==> config.mk <==
export PLATFORM = sky130hd
export DESIGN_NAME = prc_counter
export DESIGN_NICKNAME = d
export VERILOG_FILES = /design/src/verilog/prc_pkg.sv /design/src/verilog/prc_sync.sv /design/src/verilog/prc_counter.sv
export VERILOG_INCLUDE_DIRS = /design/src /design/src/verilog
export SDC_FILE = /design/constraint.sdc
export NUM_CORES = 1
export LEC_CHECK = 0
export ABC_CLOCK_PERIOD_IN_PS = 4300
export BUFFER_PORTS_ARGS = -buffer_cell sky130_fd_sc_hd__buf_2
export CAP_MARGIN = 15
export CORE_MARGIN = 5
export CORE_UTILIZATION = 50
export CTS_BUF_LIST = sky130_fd_sc_hd__clkbuf_8
export DETAILED_ROUTE_END_ITERATION = 10
export PLACE_DENSITY = 0.71
export SYNTH_ARGS = -nofsm -noshare
export SYNTH_HDL_FRONTEND = slang
export SYNTH_SLANG_ARGS = --single-unit
==> constraint.sdc <==
create_clock -name i_clk_sys -period 4.3 [get_ports i_clk_sys]
set_input_delay 0.43 -clock i_clk_sys [delete_from_list [all_inputs] [get_ports i_clk_sys]]
set_output_delay 0.43 -clock i_clk_sys [all_outputs]
set_load 0.02 [all_outputs]
==> src/verilog/prc_map.svh <==
// constants for the presettable ripple counter
// assumes a 250 MHz system clock
`ifndef PRC_MAP_SVH
`define PRC_MAP_SVH
`define PRC_CLK_PERIOD_PS 4000
`define PRC_WIDTH 4
`define PRC_MOD_BINARY 2'h0
`define PRC_MOD_DECADE 2'h1
`define PRC_MOD_TWELVE 2'h2
`define PRC_STROBE_REL_NS 30
`define PRC_RESET_REL_NS 50
`define PRC_STROBE_REL_CYC \
    ((`PRC_STROBE_REL_NS * 1000 + `PRC_CLK_PERIOD_PS - 1) \
    / `PRC_CLK_PERIOD_PS)
`define PRC_RESET_REL_CYC \
    ((`PRC_RESET_REL_NS * 1000 + `PRC_CLK_PERIOD_PS - 1) \
    / `PRC_CLK_PERIOD_PS)
`define PRC_RESET_VAL 4'h0
`endif

==> src/verilog/prc_pkg.sv <==
// types for the presettable ripple counter
// assumes prc_map.svh is on the include path
`include "prc_map.svh"
package prc_pkg;
    typedef enum logic [1:0]
    {
        PRC_MOD_BIN_E = `PRC_MOD_BINARY,
        PRC_MOD_DEC_E = `PRC_MOD_DECADE,
        PRC_MOD_TWL_E = `PRC_MOD_TWELVE
    } prc_mod_e;
    typedef struct packed
    {
        logic clk_first;
        logic clk_upper;
        logic load_n;
        logic clear_n;
        logic [`PRC_WIDTH-1:0] data;
    } prc_pins_s;
    typedef logic [`PRC_WIDTH-1:0] prc_count_t;
endpackage : prc_pkg

==> src/verilog/prc_sync.sv <==
// two-flop synchroniser for the pin inputs of the counter
// assumes one system clock, synchronous active-low reset
`timescale 1ns/1ps
module prc_sync
    import prc_pkg::*;
(
    input wire logic i_clk_sys,
    input wire logic i_reset_n,
    input wire prc_pins_s i_pins,
    output prc_pins_s o_pins
);
    prc_pins_s meta_reg;
    prc_pins_s meta_next;
    prc_pins_s sync_reg;
    prc_pins_s sync_next;

    always_comb
    begin
        meta_next = i_pins;
        sync_next = meta_reg;
    end

    // idle pins: clocks low, strobe and clear released
    always_ff @(posedge i_clk_sys)
    begin
        if (!i_reset_n)
        begin
            meta_reg <= '{1'b0, 1'b0, 1'b1, 1'b1, 4'h0};
            sync_reg <= '{1'b0, 1'b0, 1'b1, 1'b1, 4'h0};
        end
        else
        begin
            meta_reg <= meta_next;
            sync_reg <= sync_next;
        end
    end

    assign o_pins = sync_reg;
endmodule : prc_sync

==> src/verilog/prc_counter.sv <==
// presettable four-stage ripple counter, modelled on the system clock
// assumes pins come from outside and are synchronised here
// Behaviour
// - four presettable stages, each with an output and a data input
// - modulus selectable: 16 binary, 10 decade, 12 divide-by-twelve
// - first stage has its own clock apart from upper three stages
// - stages count only on falling edge of their clock
// - strobe low blocks all clock edges
// - strobe low copies data inputs onto outputs by level
// - clear low forces all outputs to zero
// - clear dominates clocks and strobe
// - without clocks a loaded value is held
// - upper stages ripple on falling edge of preceding output
`timescale 1ns/1ps
module prc_counter
    import prc_pkg::*;
#(
    parameter prc_mod_e MODULUS = PRC_MOD_BIN_E
)
(
    input wire logic i_clk_sys,
    input wire logic i_reset_n,
    input wire logic i_clk_first,
    input wire logic i_clk_upper,
    input wire logic i_load_n,
    input wire logic i_clear_n,
    input wire logic [3:0] i_data,
    output logic [3:0] o_count,
    output logic o_ready
);
    // ****************************************
    // input synchronisation
    // ****************************************
    prc_pins_s pins_raw;
    prc_pins_s pins;

    assign pins_raw = '{i_clk_first, i_clk_upper, i_load_n, i_clear_n,
                        i_data};

    prc_sync u_sync
    (
        .i_clk_sys(i_clk_sys),
        .i_reset_n(i_reset_n),
        .i_pins(pins_raw),
        .o_pins(pins)
    );

    // ****************************************
    // state
    // ****************************************
    prc_count_t q_reg;
    prc_count_t q_next;
    logic c1_reg;
    logic c1_next;
    logic c2_reg;
    logic c2_next;
    logic [4:0] hold_reg;
    logic [4:0] hold_next;
    logic ready_reg;
    logic ready_next;

    // ****************************************
    // stage helpers
    // ****************************************
    // the real part is level sensitive inside each stage: the master
    // opens while the clock is high and the slave follows on the fall.
    // here the clock pins are sampled, so a fall is seen as a high
    // sample followed by a low one on consecutive system clocks.
    // a clock pulse shorter than one system period can be missed;
    // the driver must keep each level for at least one sampled cycle.

    // one stage of the ripple chain: toggles on a falling clock
    function automatic logic stage_fall(input logic prev, input logic now);
        stage_fall = prev & ~now;
    endfunction : stage_fall

    // advance upper three stages on one falling edge of their clock
    function automatic logic [2:0] upper_step(input logic [2:0] u);
        logic [2:0] r;
        r = u;
        case (MODULUS)
            PRC_MOD_DEC_E:
            begin
                // divide by five: 0..4 then wrap
                r = (u == 3'h4) ? 3'h0 : u + 3'h1;
            end
            PRC_MOD_TWL_E:
            begin
                // middle stage divides by three, top by two
                if (u[1:0] == 2'h2)
                begin
                    r = {~u[2], 2'h0};
                end
                else
                begin
                    r = {u[2], u[1:0] + 2'h1};
                end
            end
            default:
            begin
                r = u + 3'h1;
            end
        endcase
        upper_step = r;
    endfunction : upper_step

    // ****************************************
    // next state
    // ****************************************
    // priority follows the pins: clear over strobe over clocks.
    // clock samples keep tracking while strobe or clear is low, so a
    // fall that happened while blocked is simply lost, not replayed.
    // the release counter only drives o_ready; edges that arrive
    // while it runs are still taken, the driver owns the spacing.
    // illegal states (above nine in decade) still step by the same
    // upper rule, so a bad preset walks back into the count.
    always_comb
    begin
        q_next = q_reg;
        c1_next = pins.clk_first;
        c2_next = pins.clk_upper;
        hold_next = (hold_reg != 5'h0) ? hold_reg - 5'h1 : 5'h0;
        if (!pins.clear_n)
        begin
            q_next = `PRC_RESET_VAL;
            hold_next = 5'(`PRC_RESET_REL_CYC);
        end
        else if (!pins.load_n)
        begin
            q_next = pins.data;
            if (hold_reg < 5'(`PRC_STROBE_REL_CYC))
            begin
                hold_next = 5'(`PRC_STROBE_REL_CYC);
            end
        end
        else
        begin
            // edges remembered while blocked are not replayed
            if (stage_fall(c1_reg, pins.clk_first))
            begin
                q_next[0] = ~q_reg[0];
            end
            if (stage_fall(c2_reg, pins.clk_upper))
            begin
                q_next[3:1] = upper_step(q_reg[3:1]);
            end
        end
        ready_next = (hold_next == 5'h0);
    end

    // ****************************************
    // registers
    // ****************************************
    // system reset matches the pin idle state so that no false
    // falling edge is seen on either clock when reset is released.
    always_ff @(posedge i_clk_sys)
    begin
        if (!i_reset_n)
        begin
            q_reg <= `PRC_RESET_VAL;
            c1_reg <= 1'b0;
            c2_reg <= 1'b0;
            hold_reg <= 5'h0;
            ready_reg <= 1'b1;
        end
        else
        begin
            q_reg <= q_next;
            c1_reg <= c1_next;
            c2_reg <= c2_next;
            hold_reg <= hold_next;
            ready_reg <= ready_next;
        end
    end

    // ****************************************
    // outputs
    // ****************************************
    // upper stages still lag the first stage by the outside ripple path,
    // so a decoder should wait a few system clocks after each count.
    // outputs are registered per system clock, but the upper three follow bit 0 three clocks later
    assign o_count = q_reg;
    assign o_ready = ready_reg;
endmodule : prc_counter

==> parameters.txt, run 1 <==
Parameter                              Value

Outcome
  Status ... completed

Drt
  Count of routing violations after the opening detailed-route iteration ... 6
  Total wire length after detailed routing ... approximately 1300 µm
  First-pass iteration count of the detailed router ... 2
  Per-cell via count in the routed design ... around 4.7
  Avg WL per Cell ... roughly 10 µm
  DR DRC count ... 0
  Number of routed nets with antenna violations ... 0
  Total number of vias ... ~640

Timing
  Max Fclk ... 655.3 MHz
  Crit path time final ... 1.526 ns
  Final setup violation count ... 0
  Worst slew slack as a fraction of its limit ... between 70% and 80%
  Unrepaired setup endpoints after global routing ... false
  Pin slew with the least headroom to its limit ... about 0.41 ns
  Crit share post-route ... 35.49%
  Clk_skew ... 0.006122 ns
  Count of pins over their slew limit ... 0
  Setup TNS ... 0 ns
  Final hold viol count ... 0

Pwr
  Total net switching power ... ~0.22 mW
  Worst voltage drop across the vdd grid ... 0.0004468 V
  Internal power of the cells ... between 0.5 and 0.6 mW
  Switch share ... between 20 and 30%
  Power density over the cells ... 638.9 nW/µm²
  Power share of the clock group ... between 20% and 30%
  Sequential Power Share ... between 40 and 50%
  Lkg Pwr ... roughly 0.50 nW
  Share of total power in combinational logic ... between 20 and 30%
  Power, Total ... 0.7458 mW

Synth
  Mapped cell area ... about 1000 µm²
  Synth Register Bits ... 28
  Post-synthesis instance total ... between 90 and 100
  Register area share after synthesis ... a little under three fifths
  Count of unique library cells instantiated by Yosys ... 25
  Post-Syn Nets ... roughly 110
  Synthesized area per cell ... around 11 µm²
  Count of yosys warnings during synthesis ... 0

CTS
  Maximum root-to-sink buffer count ... 2
  CTS Hold Buffers Added ... 0
  Post-cts sizing count ... 0
  Insertion delay of the later-clocked pin in the worst-skew pair ... about 0.27 ns
  H-tree depth reported by CTS ... 1
  Total number of clock tree sinks ... 28
  Clock transition at the registers of the reported paths ... 0.08 ns
  CTS tree ... yes
  Post-CTS setup buffer count ... 0
  Master cell of the clock root buffer ... clkbuf_8
  Number of buffers created by CTS ... 3

Cells and area
  Layout Nets ... around 120
  Leading cell type in the layout, fill and taps excluded ... dfxtp_1
  Commonest cells after routing, fill and taps aside ... dfxtp_1 (28), and2_1 (16), buf_2 (14)
  Layout cell share with drive strength beyond 1 ... a little over 20%
  Ant diodes ... 0
  Fill cell instance count of the final layout ... around 180
  Area added between synthesis and finish ... 16.19%
  Cell area after layout ... between 1000 and 1500 µm²

GRT
  Initial antenna violation count ... 0
  Met3 usage ... ~2.5%
  GR Util met1 ... roughly 15%
  Global Route met2 Usage ... between 10 and 15%
  GRT Total Usage ... between 10% and 20%
  Largest net degree at the start of global routing ... 24
  Number of global-route vias before repair ... slightly above 500
  GRT overflow ... 0
  Global-route wire length before repair ... ~2300 µm
  Grt peak-use layer ... met1

Setup path
  Worst Reg-to-Reg Cells ... 6
  Nature of the critical path endpoint ... flop
  Startpoint of the worst register-to-register path ... hold_reg[0]$_SDFF_PN0_
  Crit path cell chain ... inv_1 > ha_1 > nand2b_4 > a211oi_4 > o21ai_2 > o41ai_2
  Endpoint required time on the critical path ... ~4.5 ns
  Delay contributed by the slowest stage of the critical path ... 0.34 ns
  Worst Path Class, Setup ... reg -> reg
  Startpoint of the most critical setup path ... hold_reg[0]$_SDFF_PN0_
  Setup crit start kind ... flop
  Maximum net fanout on the critical path ... 6
  Cell with the largest stage delay on the worst path ... a211oi_4
  Signal arrival time at the worst endpoint ... between 1.5 and 2 ns

Floorplan
  I/O pin count ... 15
  Placeable core region ... roughly 2000 µm²
  Die Y-Extent ... about 55 µm
  Initial core utilization ... between 50% and 60%
  Die Span X ... 54.83 µm
  Number of placement rows ... 16
  Die Area ... approximately 3000 µm²

Hold path
  Worst min-delay path class ... in -> reg
  Min-Delay Startpoint ... i_clear_n
  Hold Path Stages ... 2

Placed design
  Final HPWL DP ... approximately 950 µm
  Post-placement cell area ... 1096 µm²
  Final RePlAce weighted congestion ... about 0.91
  PortBufs ... 14

Job
  Number of max-cap violations ... 0
[metrics by stage]
stage / util (%) / std cells / setup WS (ns) / hold WS [ns]
6_report: 60.12 / 135 / 2.774 / 0.3380
5_1_grt: 60.12 / 135 / 2.653 / 0.3371
4_1_cts: 60.12 / 135 / 2.761 / 0.3299
3_5_place_dp: 56.44 / 131 / 2.782 / 0.3944
3_3_place_gp: 56.44 / 131 / 2.838 / 0.3897
2_1_floorplan: - / 93 / 2.888 / 0.3863
[critical path, delay by kind of cell, from the launching register on]
kind,cells,cell delay [ns]
buffers and inverters,1,0.08
DFF,1,0.33
adders and majority gates,1,0.22
AOI/OAI and AO/OA,3,0.75
and+or+nand+nor,1,0.07
[layout make-up]
type / count / area (µm²) / area share [%]
clock buffer: 3 / 41.29 / 3.537
clock inverter: 1 / 30.03 / 2.572
inverter: 3 / 11.26 / 0.9646
multi-input combinational: 59 / 420.4 / 36.01
sequential: 28 / 560.5 / 48.02
tap: 27 / 33.78 / 2.894
timing repair buffer: 14 / 70.07 / 6.002
[Yosys cell counts]
cell,count,share of area [%]
nor2_1,7,2.6
o21ai_0,1,0.50
xnor2_1,3,2.6
inv_1,3,1.1
nor2b_1,2,1.2
o21ai_2,1,0.87
nand2_1,3,1.1
a211oi_1,4,3.0
a21boi_0,1,0.75
buf_2,1,0.50
dfxtp_1,28,56
xor2_1,2,1.7
nand2b_1,5,3.1
ha_1,3,3.7
mux2i_1,1,1.0
nand2b_4,1,1.4
a21oi_1,1,0.50
o31ai_1,1,0.75
and2_1,16,10
a211oi_4,1,2.0
o21a_1,1,0.75
mux2_1,1,1.1
o41ai_2,1,1.6
clkbuf_1,2,0.75
nor3_1,3,1.5
[power by group through the flow]
stage / Combinational (mW) / Clock [mW] / Sequential, mW
finish: 0.219 / 0.200 / 0.327
global route: 0.245 / 0.217 / 0.332
CTS: 0.223 / 0.205 / 0.327
detailed placement: 0.220 / 0 / 0.333
global placement: 0.216 / 0 / 0.331
floorplan: 0.178 / 0 / 0.334
[final timing paths]
check	endpoint	slack, ns
setup / recovery	o_ready$_SDFF_PN1_	2.77
hold / removal	u_sync.meta_reg[4]$_SDFF_PN1_	0.34
hold reg to reg	u_sync.o_pins[5]$_SDFF_PN1_	0.41
setup reg to reg	o_ready$_SDFF_PN1_	2.77
[routing by layer]
layer / wire length [µm] / share of wire [%] / up-vias
met5: 0 / 0 / -
met3: 88 / 6.6 / 4
met1: 656 / 49 / 287
met4: 46 / 3.4 / 0
li1: - / - / 332
met2: 550 / 41 / 15
[cells by family after synthesis]
| family | synth area share, % |
|---|---|
| compound gates | 10.71 |
| xor+xnor | 4.359 |
| fa+ha+maj | 3.736 |
| buf+inv | 2.366 |
| flops | 55.79 |
| mux | 2.117 |
| simple gates | 20.92 |
No activity file was read; power rests on OpenSTA's default activity.
==> inputs of run 2 (changes only) <==
--- a/config.mk
+++ b/config.mk
@@ -6,7 +6,7 @@
 export SDC_FILE = /design/constraint.sdc
 export NUM_CORES = 1
 export LEC_CHECK = 0
-export ABC_CLOCK_PERIOD_IN_PS = 4300
+export ABC_CLOCK_PERIOD_IN_PS = 1500
 export BUFFER_PORTS_ARGS = -buffer_cell sky130_fd_sc_hd__buf_2
 export CAP_MARGIN = 15
 export CORE_MARGIN = 5
==> constraint.sdc (replaced) <==
create_clock -name i_clk_sys -period 1.5 [get_ports i_clk_sys]
set_input_delay 0.15 -clock i_clk_sys [delete_from_list [all_inputs] [get_ports i_clk_sys]]
set_output_delay 0.15 -clock i_clk_sys [all_outputs]
set_load 0.02 [all_outputs]
==> parameters.txt, run 2 (synthesized netlist as in run 1, its figures left out) <==
Parameter                              Value

Pwr
  Share of total power in combinational logic ... 32.1% (was 29.4%)
  Sequential Power Share ... 42.4% (was 43.8%)
  Worst voltage drop across the vdd grid ... 0.001373 V (was 0.0004468 V)
  Total net switching power ... 0.6753 mW (was 0.2186 mW)
  Power density over the cells ... 1885 nW/µm² (was 638.9 nW/µm²)
  Lkg Pwr ... 0.5048 nW (was 0.4977 nW)
  Power, Total ... 2.250 mW (was 0.7458 mW)
  Internal power of the cells ... 1.575 mW (was 0.5272 mW)
  Switch share ... 30.01% (was 29.31%)
  Power share of the clock group ... 25.4% (was 26.8%)

Cells and area
  Area occupied by multi-input gates ... 437.9 µm² (was 420.4 µm²)
  Area added between synthesis and finish ... 18.80% (was 16.19%)
  Cell area after layout ... 1194 µm² (was 1167 µm²)
  Sequential cell area ... 561.8 µm² (was 560.5 µm²)
  Layout cell share with drive strength beyond 1 ... 25.69% (was 20.37%)
  Commonest cells after routing, fill and taps aside ... dfxtp_1 (27), and2_1 (16), buf_2 (14) (was dfxtp_1 (28), and2_1 (16), buf_2 (14))
  Fill cell instance count of the final layout ... 173 (was 183)
  Layout Nets ... 123 (was 122)
  End-of-flow core utilization ... 61.47% (was 60.12%)
  Ant diodes ... 0 (unchanged)
  Leading cell type in the layout, fill and taps excluded ... dfxtp_1 (unchanged)
  Number of standard cells in the layout, taps in and fillers out ... 136 (was 135)

Timing
  Count of pins over their slew limit ... 0 (unchanged)
  Final setup violation count ... 0 (unchanged)
  Pin slew with the least headroom to its limit ... 0.3809 ns (was 0.4072 ns)
  Final setup margin ... 0.06265 ns (was 2.774 ns)
  Setup TNS ... 0 ns (unchanged)
  Crit path time final ... 1.437 ns (was 1.526 ns)
  Unrepaired setup endpoints after global routing ... false (unchanged)
  Final hold viol count ... 0 (unchanged)
  Crit share post-route ... 95.82% (was 35.49%)
  Max Fclk ... 695.7 MHz (was 655.3 MHz)
  Worst slew slack as a fraction of its limit ... 74.57% (was 72.81%)
  Clk_skew ... 0.002415 ns (was 0.006122 ns)
  Worst Hold Margin ... 0.05763 ns (was 0.3380 ns)

Placed design
  PortBufs ... 14 (unchanged)
  Post-Place Worst Slack ... 0.03500 ns (was 2.782 ns)
  Final RePlAce weighted congestion ... 0.8732 (was 0.9104)
  Number of placed cells counting well taps ... 132 (was 131)
  Final HPWL DP ... 990.3 µm (was 952.3 µm)
  Post-placement cell area ... 1104 µm² (was 1096 µm²)

GRT
  Largest net degree at the start of global routing ... 24 (unchanged)
  Initial antenna violation count ... 0 (unchanged)
  Number of global-route vias before repair ... 575 (was 508)
  Global-route wire length before repair ... 2359 µm (was 2277 µm)
  GRT Total Usage ... 11.01% (was 11.17%)
  GRT overflow ... 0 (unchanged)

Floorplan
  Die Y-Extent ... 54.83 µm (unchanged)
  I/O pin count ... 15 (unchanged)
  Number of placement rows ... 16 (unchanged)
  Initial core utilization ... 51.74% (unchanged)
  Die Area ... 3006 µm² (unchanged)
  Die Span X ... 54.83 µm (unchanged)
  Placeable core region ... 1942 µm² (unchanged)

Hold path
  Hold Path Stages ... 2 (unchanged)
  Min-Delay Startpoint ... i_clear_n (unchanged)
  Worst min-delay path class ... in -> reg (unchanged)
  Worst Hold Endpoint ... u_sync.meta_reg[4]$_SDFF_PN1_ (unchanged)

Drt
  Total wire length after detailed routing ... 1449 µm (was 1342 µm)
  Number of routed nets with antenna violations ... 0 (unchanged)
  Count of routing violations after the opening detailed-route iteration ... 4 (was 6)
  Per-cell via count in the routed design ... 4.728 (was 4.726)
  Avg WL per Cell ... 10.65 µm (was 9.941 µm)
  Total number of vias ... 643 (was 638)
  First-pass iteration count of the detailed router ... 5 (was 2)
  DR DRC count ... 0 (unchanged)

CTS
  Master cell of the clock root buffer ... clkbuf_8 (unchanged)
  Number of buffers created by CTS ... 3 (unchanged)
  H-tree depth reported by CTS ... 1 (unchanged)
  CTS tree ... yes (unchanged)
  Maximum root-to-sink buffer count ... 2 (unchanged)
  Total number of clock tree sinks ... 28 (unchanged)
  CTS Hold Buffers Added ... 0 (unchanged)
  Post-CTS setup buffer count ... 0 (unchanged)
  Insertion delay of the later-clocked pin in the worst-skew pair ... 0.26 ns (was 0.27 ns)
  Clock transition at the registers of the reported paths ... 0.09 ns (was 0.08 ns)

Setup path
  Delay contributed by the slowest stage of the critical path ... 0.34 ns (about the same)
  Worst Reg-to-Reg Cells ... 7 (was 6)
  Worst Path Class, Setup ... reg -> reg (unchanged)
  Logic depth of the worst path, buffers included ... 7 (was 6)
  Cell with the largest stage delay on the worst path ... dfxtp_1 (was a211oi_4)
  Startpoint of the worst register-to-register path ... hold_reg[1]$_SDFF_PN0_ (was hold_reg[0]$_SDFF_PN0_)
  Buffers plus inverters on the worst setup path ... 2 (was 1)
  Top delay family on crit path ... compound AO/OA/AOI/OAI gates (unchanged)
  Setup crit start kind ... flop (unchanged)
  Crit path cell chain ... inv_2 > ha_4 > nand2b_4 > a211oi_4 > buf_4 > o21ai_0 > and2_1 (was inv_1 > ha_1 > nand2b_4 > a211oi_4 > o21ai_2 > o41ai_2)
  Signal arrival time at the worst endpoint ... 1.60 ns (was 1.70 ns)
  Maximum net fanout on the critical path ... 4 (was 6)
  Endpoint required time on the critical path ... 1.67 ns (was 4.48 ns)
  Reg-to-Reg End ... hold_reg[0]$_SDFF_PN0_ (was o_ready$_SDFF_PN1_)
  Internal reg-to-reg setup slack ... 0.06 ns (was 2.77 ns)
  Nature of the critical path endpoint ... flop (unchanged)

Outcome
  Status ... completed (unchanged)

Job
  Number of max-cap violations ... 0 (unchanged)
run 2: routing by layer:
layer  routed length, µm  up-vias  GRT usage (%)
met5                   0        -              0
met4                  10        0          6.639
met3                  77        2          2.452
met2                 605       16          15.16
met1                 757      291          15.38
li1                    -      334              -
run 2: timing repair:
| action | in CTS | in global routing |
|---|---|---|
| endpoints found under the setup margin | 1 | 2 |
| resized for setup | 0 | 6 |
| pin swaps | 1 | 3 |
run 2: power by group through the flow:
stage                     clock network (mW)  logic [mW]  registers (mW)
final                                  0.572       0.723           0.955
after global routing                   0.620       0.802           0.967
after CTS                              0.585       0.670           0.939
after detailed placement                   0       0.670           0.956
after global placement                     0       0.655           0.949
after floorplan                            0       0.511           0.958
run 2: how the worst max path moves through the flow:
stage / start / endpoint
after floorplan: hold_reg[0]$_SDFF_PN0_ / o_ready$_SDFF_PN1_
after global placement: hold_reg[0]$_SDFF_PN0_ / hold_reg[0]$_SDFF_PN0_
after detailed placement: hold_reg[0]$_SDFF_PN0_ / hold_reg[0]$_SDFF_PN0_
after CTS: hold_reg[0]$_SDFF_PN0_ / o_ready$_SDFF_PN1_
after global routing: hold_reg[1]$_SDFF_PN0_ / hold_reg[0]$_SDFF_PN0_
final: hold_reg[1]$_SDFF_PN0_ / hold_reg[0]$_SDFF_PN0_
run 2: cell type report:
| class | count | area share (%) |
|---|---|---|
| tap | 27 | 2.830 |
| inverter | 3 | 0.9434 |
| clock inverter | 1 | 2.516 |
| timing repair buffer | 15 | 6.499 |
| multi-input combinational | 59 | 36.69 |
| clock buffer | 3 | 3.459 |
| sequential | 28 | 47.07 |
run 2: worst register-to-register path, delay by kind of cell (launching register included):
family,cells,cell delay (ns)
adder cells (fa/ha/maj),1,0.15
AND/OR/NAND/NOR,2,0.22
buffers and inverters,2,0.26
AO/OA/AOI/OAI,2,0.36
flip-flops,1,0.34
